**config.mk**
```make
export PLATFORM = sky130hd
export DESIGN_NAME = monitoring_case_output_control
export DESIGN_NICKNAME = d
export VERILOG_FILES = /design/src/design/input_sync.v /design/src/design/output_channel.v /design/src/design/monitoring_case_output_control.v
export VERILOG_INCLUDE_DIRS = /design/src /design/src/design
export SDC_FILE = /design/constraint.sdc
export NUM_CORES = 1
export LEC_CHECK = 0
export BUFFER_PORTS_ARGS = -buffer_cell sky130_fd_sc_hd__buf_2
export CAP_MARGIN = 30
export CELL_PAD_IN_SITES_DETAIL_PLACEMENT = 1
export CELL_PAD_IN_SITES_GLOBAL_PLACEMENT = 1
export CORE_MARGIN = 5
export CORE_UTILIZATION = 35
export DETAILED_ROUTE_END_ITERATION = 12
export GPL_TIMING_DRIVEN = 0
export PLACE_DENSITY_LB_ADDON = 0.2
export SYNTH_ARGS = -nofsm -noshare
export SYNTH_HDL_FRONTEND = slang
export SYNTH_SLANG_ARGS = --single-unit
```
**constraint.sdc**
```tcl
create_clock -name clk_sys -period 7.1 [get_ports clk_sys]
set_clock_uncertainty 0.1 [all_clocks]
set_input_delay 1.775 -clock clk_sys [delete_from_list [all_inputs] [get_ports clk_sys]]
set_output_delay 1.775 -clock clk_sys [all_outputs]
set_load 0.02 [all_outputs]
```
**src/design/case_output_defs.vh**
```
// Constants for the monitoring case output control block
`ifndef CASE_OUTPUT_DEFS_VH
`define CASE_OUTPUT_DEFS_VH

// ==========================================================
// Clock and timing
`define CLK_PERIOD_NS     25
`define MS_PERIOD_NS      1000000
`define MS_CYCLES         (`MS_PERIOD_NS / `CLK_PERIOD_NS)
`define SWITCH_BASE_MS    10
`define SWITCH_STEP_MS    40
`define MS_PER_SEC        1000
`define RESTART_MAX_SEC   60

// ==========================================================
// Register byte addresses
`define REG_CTRL          8'h00
`define REG_STATUS        8'h04
`define REG_CASE_BASE     8'h40
`define CASE_COUNT        16

// ==========================================================
// Control register fields
`define CTRL_DAZZLE_BIT   0
`define CTRL_ROTATE_BIT   1
`define CTRL_BUSIN_BIT    2
`define CTRL_STEPS_LSB    8
`define CTRL_RESTART_LSB  16
`define CTRL_STATION_LSB  24
`define CTRL_RESET        32'h00000000

// ==========================================================
// Case entry fields
`define CASE_F1_LSB       0
`define CASE_F2_LSB       4
`define CASE_AL1_BIT      8
`define CASE_AL2_BIT      9
`define CASE_MULTI_LSB    12
`define CASE_RESET        16'h1000

// ==========================================================
// Field bus messages
`define EMCY_GENERIC      16'h1000

`endif

```
**src/design/input_sync.v**
```verilog
// Three-stage synchroniser with agreement filter for pin inputs
`timescale 1ns/10ps
module input_sync #(
  parameter WIDTH = 5
) (
  // Clock and reset
  input  wire             clk_sys,
  input  wire             nrst,
  // Pin side
  input  wire [WIDTH-1:0] pin_in,
  // Filtered level
  output wire [WIDTH-1:0] level_out
);

  // ==========================================================
  // One chain per bit
  genvar i;
  generate
    for (i = 0; i < WIDTH; i = i + 1) begin : g_bit
      reg s1;    // Metastable stage, read only by s2
      reg s2;    // Second stage
      reg s3;    // Third stage
      reg level; // Accepted level
      // Chain and accept once stages two and three agree
      always @(posedge clk_sys or negedge nrst) begin
        if (!nrst) begin
          s1    <= 1'b0;
          s2    <= 1'b0;
          s3    <= 1'b0;
          level <= 1'b0;
        end else begin
          s1 <= pin_in[i];
          s2 <= s1;
          s3 <= s2;
          if (s2 == s3) begin
            level <= s3;
          end
        end
      end
      assign level_out[i] = level;
    end
  endgenerate

endmodule

```
**src/design/output_channel.v**
```verilog
// One switching output: multiple sampling, restart delay, overrides
`timescale 1ns/10ps
module output_channel (
  // Clock and reset
  input  wire        clk_sys,
  input  wire        nrst,
  // Timing
  input  wire        scan_tick,
  input  wire        ms_tick,
  // Field evaluation
  input  wire        obj,
  input  wire [3:0]  multi,
  input  wire [15:0] restart_ms,
  // Overrides
  input  wire        always_on,
  input  wire        standby,
  input  wire        dazzle,
  input  wire        dazzle_supp,
  // Output
  output reg         out_on
);

  reg [3:0]  hits;        // Consecutive scans with object
  reg [15:0] clear_ms;    // Time field has stayed clear
  reg        field_clear; // Last scan saw no object

  // ==========================================================
  // Output state
  // Priority: stand-by, always active, dazzle, normal evaluation
  always @(posedge clk_sys or negedge nrst) begin
    if (!nrst) begin
      out_on      <= 1'b0;
      hits        <= 4'h0;
      clear_ms    <= 16'h0000;
      field_clear <= 1'b0;
    end else if (standby) begin
      out_on   <= 1'b0;
      hits     <= 4'h0;
      clear_ms <= 16'h0000;
    end else if (always_on) begin
      out_on   <= 1'b1;
      hits     <= 4'h0;
      clear_ms <= 16'h0000;
    end else if (dazzle && !dazzle_supp) begin
      out_on   <= 1'b0;
      clear_ms <= 16'h0000;
    end else if (dazzle) begin
      out_on <= 1'b1;
    end else begin
      if (scan_tick) begin
        field_clear <= !obj;
        if (obj) begin
          clear_ms <= 16'h0000;
          // Count n-1 stored, so off on the n-th hit
          if (hits == multi) begin
            out_on <= 1'b0;
          end else begin
            hits <= hits + 4'h1;
          end
        end else begin
          hits <= 4'h0;
        end
      end else if (!out_on && field_clear) begin
        // Clear field must persist for the full restart time
        if (clear_ms >= restart_ms) begin
          out_on   <= 1'b1;
          clear_ms <= 16'h0000;
        end else if (ms_tick) begin
          clear_ms <= clear_ms + 16'h0001;
        end
      end
    end
  end

endmodule

```
**src/design/monitoring_case_output_control.v**
```verilog
// Monitoring case selection and switching output control, top level
//
// Functional notes
// - Dazzle suppression off after reset
// - Unsuppressed dazzle may switch outputs off
// - Suppressed dazzle keeps outputs on
// - Sixteen cases, each with two fields
// - Always-active output stays on in case
// - Stand-by also turns always-active outputs off
// - Stand-by turns outputs and laser off
// - Dedicated stand-by input, sampled by device
// - Four inputs binary, first most significant
// - Switch-on delay adjustable in 40 ms steps
// - Bus inputs evaluated only when enabled
// - Bus cyclically reports outputs, inputs, status
// - Emergency uses generic code, details after
// - Process data uses all eight bytes
// - Output on when field clear, else off
// - Rotated display extinguishes decimal point
// - Restart after clear for 0-60 s
// - Off after 1-16 consecutive hits, default 2
`timescale 1ns/10ps
`include "case_output_defs.vh"
module monitoring_case_output_control #(
  parameter MS_CYCLES = `MS_CYCLES
) (
  // Clock and reset
  input  wire        clk_sys,
  input  wire        nrst,
  // Register port
  input  wire [7:0]  reg_addr,
  input  wire [31:0] reg_wdata,
  input  wire        reg_wr,
  input  wire        reg_rd,
  output reg  [31:0] reg_rdata,
  // Static control pins
  input  wire [3:0]  case_pins,
  input  wire        low_power_request_input,
  // Scan engine results
  input  wire        scan_tick,
  input  wire [15:0] field_detect,
  input  wire        dazzle_detect,
  input  wire        contamination,
  input  wire        device_error,
  input  wire [7:0]  error_detail,
  // Field bus receive process data
  input  wire [63:0] pdo_rx_data,
  input  wire        pdo_rx_valid,
  // Field bus transmit process data
  output reg  [63:0] pdo_tx_data,
  output reg         pdo_tx_valid,
  // Field bus emergency
  output reg  [15:0] emcy_code,
  output reg  [39:0] emcy_mfr,
  output reg         emcy_valid,
  output reg  [6:0]  bus_station_number,
  // Switching outputs and indicators
  output wire        field_output_one,
  output wire        field_output_two,
  output reg         laser_enable,
  output reg         decimal_point
);

  // ==========================================================
  // Configuration state
  reg  [31:0] ctrl;                 // Control word
  wire        dazzle_supp;          // Dazzle suppression enable
  wire        display_rot;          // Display turned by 180 degrees
  wire        bus_in_en;            // Accept inputs from field bus
  wire [3:0]  switch_steps;         // Switch-on delay steps
  wire [5:0]  restart_sec;          // Restart delay in seconds
  wire [15:0] restart_ms;           // Restart delay in ms
  wire [15:0] case_tab [0:15];      // Case table read view

  assign dazzle_supp  = ctrl[`CTRL_DAZZLE_BIT];
  assign display_rot  = ctrl[`CTRL_ROTATE_BIT];
  assign bus_in_en    = ctrl[`CTRL_BUSIN_BIT];
  assign switch_steps = ctrl[`CTRL_STEPS_LSB+3:`CTRL_STEPS_LSB];
  // Values above the top figure are clipped to it
  assign restart_sec  = (ctrl[`CTRL_RESTART_LSB+5:`CTRL_RESTART_LSB] > `RESTART_MAX_SEC) ?
                        6'd`RESTART_MAX_SEC : ctrl[`CTRL_RESTART_LSB+5:`CTRL_RESTART_LSB];
  assign restart_ms   = restart_sec * 16'd`MS_PER_SEC;

  // ==========================================================
  // Millisecond enable
  reg  [15:0] ms_cnt;               // Divider count
  reg         ms_tick;              // One-cycle pulse per ms

  // Free-running divider feeding every slow timer
  always @(posedge clk_sys or negedge nrst) begin
    if (!nrst) begin
      ms_cnt  <= 16'h0000;
      ms_tick <= 1'b0;
    end else if (ms_cnt == MS_CYCLES - 1) begin
      ms_cnt  <= 16'h0000;
      ms_tick <= 1'b1;
    end else begin
      ms_cnt  <= ms_cnt + 16'h0001;
      ms_tick <= 1'b0;
    end
  end

  // ==========================================================
  // Pin inputs
  wire [4:0]  pin_level;            // Filtered pins, standby on top

  input_sync #(
    .WIDTH (5)
  ) u_sync (
    .clk_sys   (clk_sys),
    .nrst      (nrst),
    .pin_in    ({low_power_request_input, case_pins}),
    .level_out (pin_level)
  );

  // ==========================================================
  // Field bus input values
  reg  [3:0]  rx_case;              // Case inputs from bus
  reg         rx_standby;           // Stand-by request from bus

  // Latch received inputs only while the option is enabled
  always @(posedge clk_sys or negedge nrst) begin
    if (!nrst) begin
      rx_case    <= 4'h0;
      rx_standby <= 1'b0;
    end else if (pdo_rx_valid && bus_in_en) begin
      rx_case    <= pdo_rx_data[3:0];
      rx_standby <= pdo_rx_data[4];
    end
  end

  wire [3:0]  src_case;             // Selected case input source
  wire        standby;              // Effective stand-by
  // Disabling the option falls back to the pins at once
  assign src_case = bus_in_en ? rx_case : pin_level[3:0];
  assign standby  = bus_in_en ? rx_standby : pin_level[4];

  // ==========================================================
  // Case switchover with switch-on delay
  reg  [3:0]  pend_case;            // Candidate input code
  reg  [9:0]  stable_ms;            // Time candidate has held
  reg  [3:0]  act_case;             // Active code, case = code + 1
  wire [9:0]  delay_ms;             // Required stable time
  reg         case_load;            // Load field assignments

  // Base covers a clean electronic driver; steps cover bounce
  assign delay_ms = 10'd`SWITCH_BASE_MS + switch_steps * 10'd`SWITCH_STEP_MS;

  // Restart stability timer on every input change
  always @(posedge clk_sys or negedge nrst) begin
    if (!nrst) begin
      pend_case <= 4'h0;
      stable_ms <= 10'h000;
      act_case  <= 4'h0;
      case_load <= 1'b1;
    end else begin
      case_load <= 1'b0;
      if (src_case != pend_case) begin
        pend_case <= src_case;
        stable_ms <= 10'h000;
      end else if (pend_case != act_case) begin
        if (stable_ms >= delay_ms) begin
          act_case  <= pend_case;
          case_load <= 1'b1;
        end else if (ms_tick) begin
          stable_ms <= stable_ms + 10'h001;
        end
      end else begin
        stable_ms <= 10'h000;
      end
    end
  end

  // ==========================================================
  // Active field assignment, loaded as one unit
  reg  [3:0]  act_f1;               // Field for output one
  reg  [3:0]  act_f2;               // Field for output two
  reg         act_al1;              // Output one always active
  reg         act_al2;              // Output two always active
  reg  [3:0]  act_multi;            // Multiple sampling minus one
  wire [15:0] entry;                // Entry of the active case

  assign entry = case_tab[act_case];

  // Loaded after reset and at each switchover; entry rewrites wait for the next one
  always @(posedge clk_sys or negedge nrst) begin
    if (!nrst) begin
      act_f1    <= 4'h0;
      act_f2    <= 4'h0;
      act_al1   <= 1'b0;
      act_al2   <= 1'b0;
      act_multi <= 4'h1;
    end else if (case_load) begin
      act_f1    <= entry[`CASE_F1_LSB+3:`CASE_F1_LSB];
      act_f2    <= entry[`CASE_F2_LSB+3:`CASE_F2_LSB];
      act_al1   <= entry[`CASE_AL1_BIT];
      act_al2   <= entry[`CASE_AL2_BIT];
      act_multi <= entry[`CASE_MULTI_LSB+3:`CASE_MULTI_LSB];
    end
  end

  // ==========================================================
  // Switching outputs
  output_channel u_out1 (
    .clk_sys     (clk_sys),
    .nrst        (nrst),
    .scan_tick   (scan_tick),
    .ms_tick     (ms_tick),
    .obj         (field_detect[act_f1]),
    .multi       (act_multi),
    .restart_ms  (restart_ms),
    .always_on   (act_al1),
    .standby     (standby),
    .dazzle      (dazzle_detect),
    .dazzle_supp (dazzle_supp),
    .out_on      (field_output_one)
  );

  output_channel u_out2 (
    .clk_sys     (clk_sys),
    .nrst        (nrst),
    .scan_tick   (scan_tick),
    .ms_tick     (ms_tick),
    .obj         (field_detect[act_f2]),
    .multi       (act_multi),
    .restart_ms  (restart_ms),
    .always_on   (act_al2),
    .standby     (standby),
    .dazzle      (dazzle_detect),
    .dazzle_supp (dazzle_supp),
    .out_on      (field_output_two)
  );

  // ==========================================================
  // Laser, display point and station number
  always @(posedge clk_sys or negedge nrst) begin
    if (!nrst) begin
      laser_enable       <= 1'b0;
      decimal_point      <= 1'b1;
      bus_station_number <= 7'h00;
    end else begin
      laser_enable       <= !standby;
      decimal_point      <= !display_rot;
      bus_station_number <= ctrl[`CTRL_STATION_LSB+6:`CTRL_STATION_LSB];
    end
  end

  // ==========================================================
  // Cyclic process data, one frame per scan
  reg  [15:0] scan_count;           // Running scan number

  // All eight bytes carry data; last two count scans
  always @(posedge clk_sys or negedge nrst) begin
    if (!nrst) begin
      pdo_tx_data  <= 64'h0;
      pdo_tx_valid <= 1'b0;
      scan_count   <= 16'h0000;
    end else begin
      pdo_tx_valid <= scan_tick;
      if (scan_tick) begin
        scan_count  <= scan_count + 16'h0001;
        pdo_tx_data <= {scan_count,
                        pend_case, act_case,
                        restart_sec, standby, dazzle_detect,
                        2'h0, dazzle_supp, bus_in_en, device_error,
                        laser_enable, contamination, dazzle_detect,
                        act_f2, act_f1,
                        3'h0, pin_level[4], pin_level[3:0],
                        3'h0, device_error | contamination,
                        !field_output_two, !field_output_one,
                        field_output_two, field_output_one};
      end
    end
  end

  // ==========================================================
  // Emergency message on a new error
  reg         err_seen;             // Previous error level

  always @(posedge clk_sys or negedge nrst) begin
    if (!nrst) begin
      err_seen   <= 1'b0;
      emcy_valid <= 1'b0;
      emcy_code  <= 16'h0000;
      emcy_mfr   <= 40'h0;
    end else begin
      err_seen   <= device_error;
      emcy_valid <= device_error && !err_seen;
      if (device_error && !err_seen) begin
        emcy_code <= `EMCY_GENERIC;
        emcy_mfr  <= {16'h0000, error_detail, 8'h00};
      end
    end
  end

  // ==========================================================
  // Case table storage, one word per entry
  genvar k;
  generate
    for (k = 0; k < `CASE_COUNT; k = k + 1) begin : g_case
      reg [15:0] word; // Entry value
      // Default entry: fields 0, none always on, sampling two
      always @(posedge clk_sys or negedge nrst) begin
        if (!nrst) begin
          word <= `CASE_RESET;
        end else if (reg_wr && (reg_addr == `REG_CASE_BASE + 4 * k)) begin
          word <= reg_wdata[15:0];
        end
      end
      assign case_tab[k] = word;
    end
  endgenerate

  // ==========================================================
  // Register write and read
  wire        case_hit;             // Address falls in case table
  wire [3:0]  case_idx;             // Table index from address
  assign case_hit = (reg_addr[7:6] == 2'b01) && (reg_addr[1:0] == 2'b00);
  assign case_idx = reg_addr[5:2];

  // Read data is valid only in the cycle after the strobe
  always @(posedge clk_sys or negedge nrst) begin
    if (!nrst) begin
      ctrl      <= `CTRL_RESET;
      reg_rdata <= 32'h0;
    end else begin
      if (reg_wr && reg_addr == `REG_CTRL) begin
        ctrl <= reg_wdata;
      end
      if (reg_rd) begin
        if (reg_addr == `REG_CTRL) begin
          reg_rdata <= ctrl;
        end else if (reg_addr == `REG_STATUS) begin
          reg_rdata <= {16'h0, pend_case, act_case,
                        2'h0, laser_enable, standby,
                        contamination, device_error,
                        field_output_two, field_output_one};
        end else if (case_hit) begin
          reg_rdata <= {16'h0, case_tab[case_idx]};
        end else begin
          reg_rdata <= 32'h0; // Unmapped reads as zero
        end
      end else begin
        reg_rdata <= 32'h0;
      end
    end
  end

endmodule

```
* Yosys cells after proc, flatten, opt, wreduce, memory -nomap -nowiden
Cells that the tools add are included. W data, S select, Z words.
Word-level totals: register bits 532, input bits 142, output and inout port bits 165, logic and storage cells 269
Cells by class: add/sub/neg operators 8, multipliers 2, order comparisons 8, equal/unequal tests 44, mux-type cells 76, bitwise logic cells 9, reductions and logical operators 53
Operators by type and width (count):
- $mux W16 | 25
- $bmux W16 S4 | 2
- $eq A8 B7 Y1 const B | 16
- $add A16 B1 Y16 const B | 4
- $mux W32 | 2
- $mux W4 | 15
- $mux W10 | 4
- $reduce_bool A6 Y1 | 6
- $ge A16 B16 Y1 | 2
- $mux W1 | 25
- $ne A6 B1 Y1 const B | 4
- $reduce_and A4 Y1 | 6
- $logic_and A1 B1 Y1 | 23
- $eq A16 B16 Y1 const B | 1
- $mul A6 B7 Y13 const B | 1
- $ne A3 B3 Y1 const B | 4
- $add A10 B1 Y10 const B | 1
- $add A4 B10 Y10 const A | 1
- $ge A10 B10 Y1 | 1
- $ge A5 B5 Y1 const B | 2
- $lt A4 B5 Y1 const B | 2
- $ne A5 B1 Y1 const B | 2
- $not A4 Y5 | 2
- $reduce_and A5 Y1 | 2
- other kinds (22) | 47

* Logic depth before layout (Yosys ltp)
word-level depth 11, depth in mapped cells 27, depth with buffers taken out 26

* Hierarchy
From an unflattened synthesis, not the netlist that was laid out.
Unflattened totals: cell total of the unflattened synthesis 2115, area total of the unflattened synthesis 27834.2 um^2
Modules (own cells, without submodules):
- monitoring_case_output_control | instances 1, cells each 1647, area each 23521.3 um^2
- output_channel | instances 2, cells each 219, area each 1859.3 um^2
- input_sync | instances 1, cells each 30, area each 594.3 um^2

* Worst setup path after synthesis
No wires, ideal clock.
kind register to register, from register ctrl[20], to register u_out2.clear_ms[14], setup time 0.104 ns, data arrival time 5.567 ns, required time 6.896 ns, slack 1.330 ns, cell stages (with the launch flop) 24, buffers on the path 0, clock period less this slack 5.770 ns, path through dfrtp_1 ha_1 and3_1 nor2_1 fa_1 ha_1 fa_1 ha_1 inv_1 fa_1 nor2b_4 o21ai_0 nand2_1 nand2_1 ha_1 nand2_1 nor2_1 a211oi_1 a32oi_1 a21o_1 maj3_2 maj3_2 or4_4 o41ai_2
Between the ends: longest elaborated chain between the ends 11
Ends and longest elaborated chain:
- start, declared | line monitoring_case_output_control.v:66 | reg [31:0] ctrl;
- start signal, assigned | line monitoring_case_output_control.v:324 | ctrl <= `CTRL_RESET;
- start signal, assigned | line monitoring_case_output_control.v:328 | ctrl <= reg_wdata;
- $gt A6 B6 Y1 (no source line) *
- $mux W6 * | line monitoring_case_output_control.v:80 | assign restart_sec = (ctrl[`CTRL_RESTART_LSB+5:`CTRL_RESTART_LSB] > `RESTART_MAX_SEC) ?
- $mul A6 B7 Y13 (no source line) *
- net restart_ms[3] | line monitoring_case_output_control.v:72 | wire [15:0] restart_ms;
- $ge A16 B16 Y1 * | line output_channel.v:65 | if (clear_ms >= restart_ms) begin
- $mux W16 | line output_channel.v:65
- $mux W16 | line output_channel.v:63 | end else if (!out_on && field_clear) begin
- $mux W16 | line output_channel.v:50 | if (scan_tick) begin
- $mux W16 | line output_channel.v:47 | end else if (dazzle) begin
- $mux W16 | line output_channel.v:44 | end else if (dazzle && !dazzle_supp) begin
- $mux W16 | line output_channel.v:40 | end else if (always_on) begin
- $mux W16 | line output_channel.v:36 | end else if (standby) begin
- end signal, assigned | line output_channel.v:69 | clear_ms <= clear_ms + 16'h0001;
- end, declared | line output_channel.v:24 | reg [15:0] clear_ms;
Mark *: on every way through the listed nets, which the timed path passes. The rest lies on a longest branch. The select of a mux whose other input is x is not followed. A chain may end at the register's enable or synchronous reset.

* Worst setup path in the final report
from register ctrl[21], to register u_out2.clear_ms[4]
The elaborated chain is that of the path after synthesis.

==> results.sh <==
export IMPL_netlist_top_cells_area="dfrtp_1, mux2_2, mux4_2, ha_1, dfstp_2"
export IMPL_r2r_slack_ns=0.52
export IMPL_drt_iter0_drc=921
export IMPL_hold_viol_final=0
export IMPL_synthToLayoutAreaGrowth_pct=17.7
export IMPL_rows=101
export IMPL_syn_area_per_cell_um2=13.6
export IMPL_cp_required_ns=7.52
export IMPL_cts_hold_buf=0
export IMPL_startpoint_type="flip-flop"
export IMPL_met1_length_um=31900
export IMPL_met2_length_um=40400
export IMPL_synth_warnings=0
export IMPL_worstMarginPinSlew_ns=0.994
export IMPL_drive_gt1_share_pct=40.1
export IMPL_ys_ff_latch=531
export IMPL_clk_pin_slew_ns=0.06
export IMPL_wl_met3_um=2970
export IMPL_fin_util_pct=41.6
export IMPL_setup_viol=0
export IMPL_relSlewSlack_pct=33.7
export IMPL_dr_pass1_iters=6
export IMPL_die_area_mm2=0.0827
export IMPL_clock_path_buffers=3
export IMPL_crit_path_end_kind="flip-flop"
export IMPL_clockRootBuffer="clkbuf_16"
export IMPL_worstHoldStart="u_sync.g_bit[1].s1$_DFF_PN0_"
export IMPL_synth_commonest_cells="dfrtp_1, mux2_2, mux4_2"
export IMPL_core_area_mm2=0.0762
export IMPL_fin_crit_ns=6.58
export IMPL_grt_max_degree=120
export IMPL_synth_edf_count=0
export IMPL_grt_pass1_wl_um=119000
export IMPL_routed_top_layer="met5"
export IMPL_yosysTopAreaCell="dfrtp_1"
export IMPL_antenna_found_initial=5
export IMPL_pin_count=307
export IMPL_timing_fmax_mhz=152
export IMPL_grt_pass1_vias=19300
export IMPL_final_nets=2525
export IMPL_synth_ff_type="dfrtp_1"
export IMPL_chipWidth_um=288
export IMPL_regToRegStartpoint="ctrl[21]$_DFFE_PN0P_"
export IMPL_dpl_hpwl_um=59500
export IMPL_cap_violations=0
export IMPL_worstSkewPairLatency_ns=0.64
export IMPL_whs_endpoint="u_sync.g_bit[1].s2$_DFF_PN0_"
export IMPL_numCtsBuffers=58
export IMPL_post_route_drc_count=0
export IMPL_vias_per_cell=5.19
export IMPL_hold_class="flip-flop to flip-flop"
export IMPL_port_buffers=190
export IMPL_routed_wl_um=77300
export IMPL_r2r_cells=24
export IMPL_peakVddDrop_mv=0.181
export IMPL_die_y_um=288
export IMPL_placed_cell_area_mm2=0.0297
export IMPL_grt_setup_unrepaired="no"
export IMPL_ant_nets=0
export IMPL_cp_max_fo=10
export IMPL_yosysUniqueCellTypes=77
export IMPL_grt_usage_pct=18.6
export IMPL_netlist_area_mm2=0.0270
export IMPL_fin_area_mm2=0.0317
export IMPL_critPathArrivalTime_ns=7.01
export IMPL_synth_async_reset_ratio_pct=100
export IMPL_tritoncts="done"
export IMPL_powerDensity_mw_per_mm2=232
export IMPL_grt_ovfl_total=0
export IMPL_synth_top_area_share_pct=47.5
export IMPL_syn_inst=1985
export IMPL_htreeDepth=2
export IMPL_wl_per_cell_um=22.8
export IMPL_initial_core_util_pct=35.4
export IMPL_p_leak_uw=0.0147
export IMPL_ys_seq_area_share_pct=49.4
export IMPL_maxSlewViolCount=0
export IMPL_total_power_uw=7350
export IMPL_vias=17600
export IMPL_period_share_pct=92.7
export IMPL_reg2reg_to="u_out2.clear_ms[4]$_DFFE_PN0P_"
export IMPL_min_path_cells=0
export IMPL_status="completed"
export IMPL_cts_sinks=531
export IMPL_yosysMostFrequentCell="dfrtp_1"
export IMPL_criticalPathCategory="flip-flop to flip-flop"
export IMPL_gp_congestion=0.840
==> worst max-delay path by stage <==
stage,start,end,slack (ns),cells after the start
after floorplan,ctrl[20]$_DFFE_PN0P_,u_out2.clear_ms[14]$_DFFE_PN0P_,1.33,23
after global placement,nrst,g_case[14].word[2]$_DFFE_PN0P_,-7.01,1
after detailed placement,ctrl[21]$_DFFE_PN0P_,u_out2.clear_ms[4]$_DFFE_PN0P_,0.26,24
after CTS,ctrl[21]$_DFFE_PN0P_,u_out2.clear_ms[6]$_DFFE_PN0P_,0.23,24
after global routing,ctrl[21]$_DFFE_PN0P_,u_out2.clear_ms[4]$_DFFE_PN0P_,0.07,24
final,ctrl[21]$_DFFE_PN0P_,u_out2.clear_ms[4]$_DFFE_PN0P_,0.52,24
==> kinds of logic after synthesis <==
family / after synthesis / synth area share (%)
buffers and inverters: 238 / 4.15
AND/OR/NAND/NOR: 360 / 6.62
flip-flops: 531 / 49.4
XOR/XNOR: 59 / 1.95
other: 1 / 0.0139
adder cells (fa/ha/maj): 81 / 4.09
multiplexers: 541 / 29.3
AO/OA/AOI/OAI: 174 / 4.52
==> through the flow <==
| step | setup WS, ns | cells | hold WS (ns) | TNS [ns] |
|---|---|---|---|---|
| after detailed placement | 0.255 | 3278 | 0.236 | 0 |
| after floorplan | 1.33 | 2039 | 0.231 | 0 |
| after CTS | 0.228 | 3388 | 0.250 | 0 |
| after global routing | 0.0681 | 3391 | 0.253 | 0 |
| after global placement | -7.01 | 3259 | 0.233 | -3604.29 |
| final | 0.515 | 3391 | 0.247 | 0 |
==> state kept, by name, indices dropped and copies added (netlist names), 16 cells and up <==
signal           count
u_out2.clear_ms     16
reg_rdata           32
g_case.word        256
ctrl                32
scan_count          16
u_out1.clear_ms     16
pdo_tx_data         55
ms_cnt              16
==> where the power goes <==
| part | switching [µW] | leakage (µW) | total (µW) | internal, µW |
|---|---|---|---|---|
| Clock | 1300 | 0.000969 | 3160 | 1860 |
| Sequential | 122 | 0.00711 | 3320 | 3190 |
| Combinational | 499 | 0.00664 | 878 | 379 |
==> area by class of cell <==
type	instances	area [µm²]
tap	1030	1290
sequential	531	13300
fill	7944	44500
clock buffer	82	1660
timing repair buffer	210	1280
inverter	65	244
antenna	2	5.00
multi-input combinational	1270	12700
clock inverter	28	332
buffer	173	873
==> layout by cell type, fill, tap and decap left out, drive strengths merged, types with 27 or more instances in the layout <==
cell type  instances
a21oi             35
and3              40
buf              294
clkbuf           171
conb              55
dfrtp            512
ha                60
inv               67
mux2             376
mux4             160
nand2             91
nand3             45
nor2              75
nor2b             27
o21ai             45
xnor2             42
==> metal layers <==
metal	vias up	track usage, %
met5	-	0.476
met4	4	4.58
met3	112	3.12
met2	304	33.4
met1	9306	23.3
li1	7885	-
==> timing repair <==
item | in CTS | in global routing
gates resized for setup | 0 | 2
buffers inserted | 0 | 0
endpoints found under the setup margin | 0 | 12
==> worst max-delay path: stages (launching register included) <==
cell and delay, ns:
dfrtp_1 0.45, ha_1 0.27, nand3_1 0.18, nand2_1 0.23, inv_1 0.16, ha_1 0.35, xnor2_1 0.27, fa_1 0.49
fa_1 0.53, inv_1 0.05, ha_1 0.35, nor2b_4 0.17, o31ai_4 0.25, nand2_1 0.19, ha_1 0.36, nand2_1 0.11
nor2_1 0.06, a211oi_2 0.19, a31oi_1 0.15, a21o_1 0.22, maj3_2 0.31, maj3_2 0.32, or2_1 0.29, buf_2 0.22
o31ai_1 0.23
Power figures use the tool's default switching activity.
